File: src/hdl/dsl_link_map.svh
// Constants for the data/strobe link start-up and reset controller.
// Included by the bit divider, the link controller and the checker; holds definitions only.
`ifndef DSL_LINK_MAP_SVH
`define DSL_LINK_MAP_SVH

`define DSL_NLINK 4
`define DSL_AW 4
// Register index within a link, address bits [1:0]; link number in [3:2]
`define DSL_REG_MODE 2'h0
`define DSL_REG_CMD 2'h1
`define DSL_REG_STAT 2'h2
`define DSL_REG_LOCK 2'h3
// Command bits
`define DSL_CMD_RESET 0
`define DSL_CMD_GO 1
`define DSL_CMD_LOW 2
`define DSL_CMD_BADPAR 3
// Status bits
`define DSL_ST_FAULT 0
`define DSL_ST_STARTED 1
`define DSL_ST_LOWDONE 2
`define DSL_ST_PARITY 3
`define DSL_ST_DISC 4
`define DSL_ST_TOKEN 5
`define DSL_ST_W 6
// Timing
`define DSL_CLK_MHZ 200
`define DSL_BIT_MIN_NS 10
`define DSL_BIT_MAX_NS 100
`define DSL_BIT_MIN_CYC ((`DSL_BIT_MIN_NS * `DSL_CLK_MHZ + 999) / 1000)
`define DSL_BIT_MAX_CYC ((`DSL_BIT_MAX_NS * `DSL_CLK_MHZ) / 1000)
`define DSL_HOLD_NS 12800
`define DSL_HOLD_CYC ((`DSL_HOLD_NS * `DSL_CLK_MHZ + 999) / 1000)
`define DSL_DISC_NS 850
`define DSL_DISC_CYC ((`DSL_DISC_NS * `DSL_CLK_MHZ + 999) / 1000)
`define DSL_PERIOD_RST 5'h14
// Token layer
`define DSL_CODE_FCT 2'h0
`define DSL_CODE_ESC 2'h3
`define DSL_CTL_LEN 4'h4
`define DSL_NUL_LEN 4'h8
`define DSL_DATA_LEN 4'hA
`define DSL_FCT_GRANTS 2'h2
`define DSL_CREDIT_STEP 7'h08
// Soft reset levels
`define DSL_LVL_KEEP_PINS 2'h2

`endif

File: src/hdl/dsl_pkg.sv
// Types shared by the link controller modules.
// Assumes the constants header is compiled alongside.
package dsl_pkg;
  typedef enum logic [2:0] {
    DSL_IDLE = 3'b000,
    DSL_HOLD = 3'b001,
    DSL_NULS = 3'b010,
    DSL_FCTS = 3'b011,
    DSL_RUN = 3'b100
  } dsl_state_t;
  typedef logic [4:0] dsl_period_t;
endpackage

File: src/hdl/dsl_rate_if.sv
// Bit-rate handshake between a link engine and its bit divider.
// Both ends run on the single system clock.
`timescale 1ns/1ps
interface dsl_rate_if;
  dsl_pkg::dsl_period_t period;
  logic restart;
  logic tick;
  modport ctl(output period, output restart, input tick);
  modport div(input period, input restart, output tick);
endinterface

File: src/hdl/dsl_sync.sv
// Two-flop synchroniser for pin inputs.
// Assumes inputs are asynchronous to clk; nothing reads the first stage.
`timescale 1ns/1ps
module dsl_sync #(
  parameter int W = 8
) (
  // Clock and reset
  input wire logic clk,
  input wire logic rst,
  // Data
  input wire logic [W-1:0] din,
  output logic [W-1:0] dout
);
  logic [W-1:0] stage1;

  always_ff @(posedge clk) begin
    if (rst) begin
      stage1 <= '0;
      dout <= '0;
    end else begin
      stage1 <= din;
      dout <= stage1;
    end
  end
endmodule

File: src/hdl/dsl_bit_div.sv
// Bit-period divider: one-cycle tick every period clocks.
// Assumes period is already clamped to the legal range by the caller.
`timescale 1ns/1ps
`include "dsl_link_map.svh"
module dsl_bit_div (
  // Clock and reset
  input wire logic clk,
  input wire logic rst,
  // Rate control
  dsl_rate_if.div rate
);
  import dsl_pkg::*;
  dsl_period_t cnt;

  always_ff @(posedge clk) begin
    if (rst || rate.restart) begin
      cnt <= 5'h00;
      rate.tick <= 1'b0;
    end else if (cnt + 5'h01 >= rate.period) begin
      cnt <= 5'h00;
      rate.tick <= 1'b1;
    end else begin
      cnt <= cnt + 5'h01;
      rate.tick <= 1'b0;
    end
  end
endmodule

File: src/hdl/dsl_link_ctl.sv
// Four-channel data/strobe link start-up, reset and flow-control gating.
// Assumes link pins are asynchronous, request pulses are on clk.
`timescale 1ns/1ps
`include "dsl_link_map.svh"
module dsl_link_ctl (
  // Clock and reset
  input wire logic clk,
  input wire logic rst,
  // Register port
  input wire logic [`DSL_AW-1:0] addr,
  input wire logic [31:0] wrData,
  input wire logic wrEn,
  input wire logic rdEn,
  input wire logic wrFromCpu,
  output logic [31:0] rdData,
  // Reset and channel requests, one-cycle pulses
  input wire logic softRst,
  input wire logic [1:0] softRstLevel,
  input wire logic globalReset,
  input wire logic ctrlLinkReset,
  input wire logic [`DSL_NLINK-1:0] chanResetReq,
  input wire logic [`DSL_NLINK-1:0] modeZeroReq,
  // Transmit data, one byte per link
  input wire logic [8*`DSL_NLINK-1:0] txData,
  input wire logic [`DSL_NLINK-1:0] txValid,
  output logic [`DSL_NLINK-1:0] txTaken,
  output logic [`DSL_NLINK-1:0] queueClear,
  // Received data
  output logic [8*`DSL_NLINK-1:0] rxData,
  output logic [`DSL_NLINK-1:0] rxStrobe,
  // Link pins
  input wire logic [`DSL_NLINK-1:0] dataIn,
  input wire logic [`DSL_NLINK-1:0] strobeIn,
  output logic [`DSL_NLINK-1:0] dataOut,
  output logic [`DSL_NLINK-1:0] strobeOut
);
  import dsl_pkg::*;

  function automatic logic regHit(input logic [`DSL_AW-1:0] a, input int lk,
                                  input logic [1:0] r);
    regHit = (a[3:2] == lk[1:0]) && (a[1:0] == r);
  endfunction

  logic [2*`DSL_NLINK-1:0] pinSync;
  logic [`DSL_ST_W*`DSL_NLINK-1:0] statAll;
  logic [5*`DSL_NLINK-1:0] periodAll;
  logic [`DSL_NLINK-1:0] lockAll;
  wire pinsLowRst = softRst && (softRstLevel != `DSL_LVL_KEEP_PINS);
  wire [1:0] rdLink = addr[3:2];

  // Pins cross into clk before any decoding
  dsl_sync #(.W(2*`DSL_NLINK)) u_sync (
    .clk(clk),
    .rst(rst),
    .din({strobeIn, dataIn}),
    .dout(pinSync)
  );

  always_ff @(posedge clk) begin
    if (rst) begin
      rdData <= 32'h00000000;
    end else if (rdEn) begin
      case (addr[1:0])
        `DSL_REG_MODE: rdData <= {27'h0000000, periodAll[rdLink*5 +: 5]};
        `DSL_REG_STAT: rdData <= {26'h0000000, statAll[rdLink*6 +: 6]};
        `DSL_REG_LOCK: rdData <= {31'h00000000, lockAll[rdLink]};
        default: rdData <= 32'h00000000;
      endcase
    end
  end

  for (genvar i = 0; i < `DSL_NLINK; i++) begin : g_link
    dsl_rate_if rate();
    dsl_bit_div u_div (
      .clk(clk),
      .rst(rst),
      .rate(rate.div)
    );

    dsl_state_t state;
    dsl_period_t period;
    logic lock, goPrev, go, badPar;
    logic [11:0] holdCnt;
    logic [9:0] txShift;
    logic [3:0] txLen;
    logic txAcc;
    logic [1:0] fctLeft;
    logic [6:0] credit;
    logic dOut, sOut, outLowDone;
    logic pd, ps, rxP, rxFlag, rxAcc, escSeen, seenBit;
    logic [3:0] rxCnt;
    logic [7:0] rxSh;
    logic [7:0] silence;
    logic faultFlag, parFlag, discFlag, tokSeen;

    wire dS = pinSync[i];
    wire sS = pinSync[`DSL_NLINK + i];
    wire wrOk = wrEn && (!wrFromCpu || !lock);
    wire cmdWr = wrOk && regHit(addr, i, `DSL_REG_CMD);
    wire modeWr = wrOk && regHit(addr, i, `DSL_REG_MODE);
    wire lockWr = wrOk && regHit(addr, i, `DSL_REG_LOCK);
    wire startEv = (cmdWr && wrData[`DSL_CMD_GO] && !goPrev) || chanResetReq[i];
    wire rstCmd = (cmdWr && wrData[`DSL_CMD_RESET]) || modeZeroReq[i];
    wire lowCmd = cmdWr && wrData[`DSL_CMD_LOW];
    // Receiver decode
    wire bitEv = (dS ^ pd) || (sS ^ ps);
    wire lastBit = rxFlag ? (rxCnt == `DSL_CTL_LEN - 4'h1) : (rxCnt == `DSL_DATA_LEN - 4'h1);
    wire tokDone = bitEv && (rxCnt > 4'h1) && lastBit;
    wire [1:0] rxCode = {dS, rxSh[7]};
    wire [7:0] rxByte = {dS, rxSh[7:1]};
    wire parEv = bitEv && (rxCnt == 4'h1) && ((rxP ^ dS ^ rxAcc) != 1'b1);
    wire discEv = seenBit && !bitEv && (silence == 8'(`DSL_DISC_CYC - 1));
    wire errEv = (parEv || discEv) && (state != DSL_HOLD);
    wire fctIn = tokDone && rxFlag && (rxCode == `DSL_CODE_FCT) && !escSeen;
    // Any of these resets the engines and enforces the hold-off
    wire engRst = rstCmd || startEv || globalReset || softRst || errEv;
    wire sending = (state == DSL_NULS) || (state == DSL_FCTS) || (state == DSL_RUN);
    wire canSend = (state == DSL_RUN) && txValid[i] && (credit != 7'h00);
    wire loadTok = rate.tick && sending && (txLen == 4'h0) && !engRst;
    wire emitBit = rate.tick && (txLen != 4'h0) && sending && !engRst;
    wire pFirst = badPar ^ (canSend ? ~txAcc : txAcc);
    wire [7:0] txByte = txData[8*i +: 8];
    wire [6:0] creditAdd = fctIn ? `DSL_CREDIT_STEP : 7'h00;
    wire [6:0] creditSub = (loadTok && canSend) ? 7'h01 : 7'h00;

    assign rate.period = period;
    assign rate.restart = engRst;
    assign dataOut[i] = dOut;
    assign strobeOut[i] = sOut;
    assign periodAll[5*i +: 5] = period;
    assign lockAll[i] = lock;
    assign statAll[`DSL_ST_W*i +: `DSL_ST_W] = {tokSeen, discFlag, parFlag, outLowDone,
                                                 sending && !faultFlag, faultFlag};

    // Configuration; only pin-lowering soft resets restore defaults
    always_ff @(posedge clk) begin
      if (rst || pinsLowRst) begin
        period <= `DSL_PERIOD_RST;
        lock <= 1'b0;
        goPrev <= 1'b0;
        badPar <= 1'b0;
      end else begin
        if (modeWr) begin
          if (wrData[4:0] < 5'(`DSL_BIT_MIN_CYC)) begin
            period <= 5'(`DSL_BIT_MIN_CYC);
          end else if (wrData[4:0] > 5'(`DSL_BIT_MAX_CYC)) begin
            period <= 5'(`DSL_BIT_MAX_CYC);
          end else begin
            period <= wrData[4:0];
          end
        end
        if (ctrlLinkReset) begin
          lock <= 1'b0;
        end else if (lockWr) begin
          lock <= wrData[0];
        end
        if (cmdWr) begin
          goPrev <= wrData[`DSL_CMD_GO];
          badPar <= wrData[`DSL_CMD_BADPAR];
        end
      end
    end

    // Start/hold sequencing
    always_ff @(posedge clk) begin
      if (rst) begin
        state <= DSL_IDLE;
        go <= 1'b0;
        holdCnt <= 12'h000;
        fctLeft <= 2'h0;
      end else if (engRst) begin
        state <= DSL_HOLD;
        holdCnt <= 12'(`DSL_HOLD_CYC);
        fctLeft <= `DSL_FCT_GRANTS;
        if (startEv) begin
          go <= 1'b1;
        end else if (!errEv) begin
          go <= 1'b0;
        end
      end else begin
        case (state)
          DSL_IDLE: state <= DSL_IDLE;
          DSL_HOLD: begin
            if (holdCnt != 12'h000) begin
              holdCnt <= holdCnt - 12'h001;
            end else begin
              state <= go ? DSL_NULS : DSL_IDLE;
            end
          end
          DSL_NULS: if (tokSeen) state <= DSL_FCTS;
          DSL_FCTS: begin
            if (loadTok) begin
              fctLeft <= fctLeft - 2'h1;
              if (fctLeft == 2'h1) state <= DSL_RUN;
            end
          end
          DSL_RUN: state <= DSL_RUN;
          default: state <= DSL_IDLE;
        endcase
      end
    end

    // Transmitter: tokens go out LSB first, one bit per tick; loading each token takes a tick of its own
    always_ff @(posedge clk) begin
      if (rst || pinsLowRst) begin
        dOut <= 1'b0;
        sOut <= 1'b0;
        outLowDone <= 1'b0;
        txLen <= 4'h0;
        txShift <= 10'h000;
        txAcc <= 1'b0;
        credit <= 7'h00;
        txTaken[i] <= 1'b0;
        queueClear[i] <= 1'b0;
      end else begin
        txTaken[i] <= 1'b0;
        queueClear[i] <= chanResetReq[i];
        if (lowCmd) begin
          dOut <= 1'b0;
          sOut <= 1'b0;
          outLowDone <= 1'b1;
        end else if (emitBit) begin
          if (txShift[0] != dOut) begin
            dOut <= txShift[0];
          end else begin
            sOut <= ~sOut;
          end
        end
        if (engRst) begin
          // Pins keep their level; only the token engine restarts
          txLen <= 4'h0;
          txAcc <= 1'b0;
          credit <= 7'h00;
        end else begin
          credit <= credit + creditAdd - creditSub;
          if (emitBit) begin
            txShift <= {1'b0, txShift[9:1]};
            txLen <= txLen - 4'h1;
          end else if (loadTok) begin
            if (canSend) begin
              txShift <= {txByte, 1'b0, pFirst};
              txLen <= `DSL_DATA_LEN;
              txAcc <= ^txByte;
              txTaken[i] <= 1'b1;
            end else if (state == DSL_FCTS) begin
              txShift <= {6'h00, 3'b001, pFirst};
              txLen <= `DSL_CTL_LEN;
              txAcc <= 1'b0;
            end else begin
              // Escape then flow-control token forms a null
              txShift <= {2'b00, 4'b0010, 3'b111, pFirst};
              txLen <= `DSL_NUL_LEN;
              txAcc <= 1'b0;
            end
          end
        end
      end
    end

    // Receiver runs whether or not the link has been started
    always_ff @(posedge clk) begin
      if (rst || engRst) begin
        pd <= dS;
        ps <= sS;
        rxCnt <= 4'h0;
        rxP <= 1'b0;
        rxFlag <= 1'b0;
        rxSh <= 8'h00;
        rxAcc <= 1'b0;
        escSeen <= 1'b0;
        seenBit <= 1'b0;
        silence <= 8'h00;
        rxStrobe[i] <= 1'b0;
        rxData[8*i +: 8] <= 8'h00;
      end else begin
        pd <= dS;
        ps <= sS;
        rxStrobe[i] <= 1'b0;
        silence <= bitEv ? 8'h00 : silence + {7'h00, seenBit};
        if (bitEv) begin
          seenBit <= 1'b1;
          if (rxCnt == 4'h0) begin
            rxP <= dS;
            rxCnt <= 4'h1;
          end else if (rxCnt == 4'h1) begin
            rxFlag <= dS;
            rxCnt <= 4'h2;
          end else if (tokDone) begin
            rxCnt <= 4'h0;
            if (rxFlag) begin
              rxAcc <= ^rxCode;
              escSeen <= (rxCode == `DSL_CODE_ESC);
            end else begin
              rxAcc <= ^rxByte;
              escSeen <= 1'b0;
              rxData[8*i +: 8] <= rxByte;
              rxStrobe[i] <= 1'b1;
            end
          end else begin
            rxSh <= {dS, rxSh[7:1]};
            rxCnt <= rxCnt + 4'h1;
          end
        end
      end
    end

    // Status: a new error wins over a clear in the same cycle; an engine reset wins over a new token
    always_ff @(posedge clk) begin
      if (rst) begin
        faultFlag <= 1'b0;
        parFlag <= 1'b0;
        discFlag <= 1'b0;
        tokSeen <= 1'b0;
      end else begin
        if (errEv) begin
          faultFlag <= 1'b1;
        end else if (rstCmd || startEv) begin
          faultFlag <= 1'b0;
        end
        if (errEv && parEv) begin
          parFlag <= 1'b1;
        end else if (rstCmd || startEv) begin
          parFlag <= 1'b0;
        end
        if (errEv && discEv) begin
          discFlag <= 1'b1;
        end else if (rstCmd || startEv) begin
          discFlag <= 1'b0;
        end
        if (tokDone && !engRst) begin
          tokSeen <= 1'b1;
        end else if (engRst) begin
          tokSeen <= 1'b0;
        end
      end
    end
  end
endmodule

File: config.mk
export PLATFORM = sky130hd
export DESIGN_NAME = dsl_link_ctl
export DESIGN_NICKNAME = d
export VERILOG_FILES = /design/src/hdl/dsl_pkg.sv /design/src/hdl/dsl_rate_if.sv /design/src/hdl/dsl_sync.sv /design/src/hdl/dsl_bit_div.sv /design/src/hdl/dsl_link_ctl.sv
export VERILOG_INCLUDE_DIRS = /design/src /design/src/hdl
export SDC_FILE = /design/constraint.sdc
export NUM_CORES = 1
export LEC_CHECK = 0
export BUFFER_PORTS_ARGS = -buffer_cell sky130_fd_sc_hd__buf_4
export CORE_MARGIN = 2
export CORE_UTILIZATION = 50
export CTS_BUF_LIST = sky130_fd_sc_hd__clkbuf_4 sky130_fd_sc_hd__clkbuf_8
export CTS_CLUSTER_DIAMETER = 30
export DETAILED_ROUTE_END_ITERATION = 8
export GPL_TIMING_DRIVEN = 0
export PLACE_DENSITY = 0.72
export SYNTH_ARGS = -nofsm -noshare
export SYNTH_HDL_FRONTEND = slang
export SYNTH_HIERARCHICAL = 1
export SYNTH_SLANG_ARGS = --single-unit
File: constraint.sdc
create_clock -name clk -period 4.1 [get_ports clk]
set_input_delay 1.23 -clock clk [delete_from_list [all_inputs] [get_ports clk]]
set_output_delay 1.23 -clock clk [all_outputs]
set_load 0.01 [all_outputs]
==> results.json <==
{
  "status": "finished clean",
  "powerDensity_nw_per_um2": 405,
  "antenna_left": 0,
  "port-buffer-count": 124,
  "die_width_um": 206,
  "drt-total-wl_um": 51200,
  "period_minus_slack_ns": 3.93,
  "report.final.slew_viol_count": 0,
  "max_cap_violations": 0,
  "synth_edf_count": 0,
  "ioPinCount": 182,
  "fp.coreArea_um2": 39900,
  "largest_net_degree_at_the_start_of_global_routing": 13,
  "hold_class": "reg2reg",
  "gr-usage-met1": 0.307,
  "globalRouteTotalUtil": 0.241,
  "netlist.top_cell.by_area": "sky130_fd_sc_hd__dfxtp_1",
  "post_synth_main_area_contributors": "sky130_fd_sc_hd__dfxtp_1 41%, sky130_fd_sc_hd__nor2_1 6.8%, sky130_fd_sc_hd__ha_1 6.5%",
  "slew_headroom": 0.158,
  "hold_viol": 0,
  "hold_buffers": 0,
  "clock_skew_ns": 0.0298,
  "post-route-period-util": 0.960,
  "first_pass_iters": 6,
  "synthTopCellsByCount": "414 x sky130_fd_sc_hd__dfxtp_1, 369 x sky130_fd_sc_hd__nor2_1, 138 x sky130_fd_sc_hd__a21oi_1",
  "num-nets-final": 2745,
  "synth_seq_cells": 414,
  "cts-root-buf": "sky130_fd_sc_hd__clkbuf_8",
  "met3_usage": 0.0440,
  "grt_pass1_wl_um": 82400,
  "globalplace.congestion": 0.913,
  "syn-instance-count": 2290,
  "clk_latency_ns": 0.66,
  "antenna_violations_before_repair": 1,
  "maxClockFrequency_mhz": 254,
  "flow.area_growth_from_synthesis_pct": 19.2,
  "grt_remaining_overflow": 0,
  "detail_route.vias_per_cell": 5.44,
  "share_of_layout_cells_above_drive_strength_1": 0.165,
  "die_area_um2": 42300,
  "timing.critical_path.arrival_ns": 4.50,
  "vias_in_the_first_global_route": 16600,
  "hold_start": "u_sync/dout[4]",
  "clock_tree_from_tritoncts": "built",
  "hold_ws_ns": 0.358,
  "post_dp_cell_area_um2": 22000,
  "clk_pin_slew_ns": 0.05,
  "ys_warn_count": 6,
  "floorplan.initialDensity": 0.509,
  "timing.critical_path.from": "addr[1]",
  "route.detailed.wl_per_inst_um": 16.3,
  "synth.distinct_cells": 93,
  "ctsLongestPathBuffers": 3,
  "h-tree-depth": 3,
  "timing_worst_setup_path_type": "in2reg",
  "postSynth.asyncResetShare": 0,
  "ys.flop_type": "sky130_fd_sc_hd__dfxtp_1",
  "timing.critical_path.to_type": "register",
  "half_perimeter_wire_length_of_the_detailed_placement_result_um": 37100,
  "crit_path_cell_trace": "buf_4, and3b_1, buf_6, o211ai_1, and2_1, clkbuf_1, nand4_1, nor3_1, ha_1, inv_1, ha_1, a21o_1, a21o_1, a21oi_1, nor2_1, or3_1, a21oi_1",
  "setup_repair_after_global_routing_missed_its_margin": "false",
  "std_cell_rows": 73,
  "max_stage_delay_ns": 0.40,
  "irDropWorstVdd_uv": 258,
  "groute.layer.met2.usage": 0.406,
  "die_boundary_height_um": 206,
  "r2r-start": "g_link[0].credit[5]",
  "cp_max_fo": 8,
  "required_ns": 4.66,
  "netlist.area_leader.share": 0.408,
  "static-leakage-power_nw": 9.54,
  "tightestPinTransition_ns": 1.26,
  "cts.sink_count": 414,
  "global_route.peak_usage_layer": "met2",
  "synthesis.area_um2": 20300,
  "finalSetupViolCount": 0,
  "syn-mean-instance-area_um2": 8.88,
  "numCtsBuffers": 94,
  "drt_iter0_drc": 1192,
  "routed-via-count": 17100,
  "layout.cell_area.non_filler_um2": 24200,
  "critical_path.slowest_cell": "sky130_fd_sc_hd__nand4_1",
  "synth_sequential_area_ratio": 0.408,
  "critPathLaunchType": "input pin",
  "yosys.cell_count.top_type": "sky130_fd_sc_hd__dfxtp_1",
  "drc": 0
}
[area by class of cell]
cell class	instances	area, µm²
flip-flops and latches	414	8290
multi-input cells	1646	11000
repair buffers	127	953
plain buffers	131	679
well taps	525	657
inverters	124	465
clock inverters	45	477
clock buffers	128	1690
diodes	1	2.50
fillers	3466	15700
[worst paths after layout]
path | end | slack (ns) | cells past startpoint
worst max-delay path | g_link[3].credit[6] | 0.17 | 17
worst min-delay path | g_link[0].ps | 0.36 | 0
worst max register to register | g_link[0].credit[5] | 0.41 | 16
worst min register to register | g_link[0].ps | 0.36 | 0
[state kept, by name, indices dropped and copies added (netlist names), 6 cells and up]
register          count
g_link.credit        28
g_link.fctLeft        8
g_link.holdCnt       48
g_link.period        20
g_link.rxCnt         16
g_link.rxSh          28
g_link.silence       32
g_link.state         12
g_link.txLen         16
g_link.txShift       40
g_link.u_div/cnt     20
rdData                6
rxData               32
u_sync/dout           8
u_sync/stage1         8
[kinds of logic (layout without fill, tap and decap cells)]
kind of cell / count (synthesis) / in the layout / share of synthesized area
DFF: 414 / 414 / 0.408
adders and majority gates: 110 / 110 / 0.0691
muxes: 105 / 105 / 0.0579
AOI/OAI and AO/OA: 358 / 358 / 0.116
and+or+nand+nor: 879 / 879 / 0.218
other: 1 / 27 / 0.000184
buffers and inverters: 255 / 555 / 0.0558
xor gates and xnor gates: 168 / 168 / 0.0759
[where the power goes]
part | switching, mW | internal, mW
sequential | 0.0250 | 4.06
clock | 1.99 | 3.21
combinational | 0.319 | 0.214
total | 2.33 | 7.48
[through the flow]
| stage | std cells | TNS [ns] | utilization | power, mW | setup WS [ns] |
|---|---|---|---|---|---|
| CTS | 3137 | 0 | 0.606 | 9.91 | 0.143 |
| detailed placement | 2964 | -2.98 | 0.552 | 4.69 | -0.472 |
| floorplan | 2315 | 0 | - | 4.50 | 0.00230 |
| finish | 3141 | 0 | 0.607 | 9.81 | 0.165 |
| global route | 3141 | 0 | 0.607 | 10.2 | 0.0453 |
| global placement | 2964 | -2.46 | 0.552 | 4.68 | -0.448 |
[worst max-delay path: cells and delay by family]
kind                       cells  cell delay [ns]
AOI/OAI and AO/OA              5             0.89
buffers and inverters          4             0.52
adders and majority gates      2             0.37
and+or+nand+nor                6             1.46
[cell usage in the layout (no fill, tap or decap), types with 26 or more instances in the layout]
| cell type | instances |
|---|---|
| sky130_fd_sc_hd__dfxtp_1 | 413 |
| sky130_fd_sc_hd__nor2_1 | 369 |
| sky130_fd_sc_hd__buf_4 | 162 |
| sky130_fd_sc_hd__a21oi_1 | 138 |
| sky130_fd_sc_hd__inv_1 | 124 |
| sky130_fd_sc_hd__nand2_1 | 118 |
| sky130_fd_sc_hd__clkbuf_8 | 118 |
| sky130_fd_sc_hd__ha_1 | 105 |
| sky130_fd_sc_hd__xnor2_1 | 101 |
| sky130_fd_sc_hd__mux2i_1 | 94 |
| sky130_fd_sc_hd__nand3_1 | 75 |
| sky130_fd_sc_hd__clkbuf_1 | 69 |
| sky130_fd_sc_hd__xor2_1 | 60 |
| sky130_fd_sc_hd__nor3_1 | 59 |
| sky130_fd_sc_hd__a211oi_1 | 38 |
| sky130_fd_sc_hd__o21ai_0 | 32 |
| sky130_fd_sc_hd__nor2b_1 | 26 |
| sky130_fd_sc_hd__conb_1 | 26 |
[metal layers]
metal	vias up	share of wire	wire, µm
met5	-	0.00025	13
met1	8099	0.45	22900
met2	470	0.47	24100
met3	112	0.053	2700
met4	2	0.028	1420
li1	8414	-	-
[what timing repair did]
action / CTS / global route
setup endpoints to repair: 0 / 6
resized for setup: 0 / 7
buffers inserted: 0 / 3
endpoints found under the hold margin: 0 / 0
(Power assumes the default switching activity.)
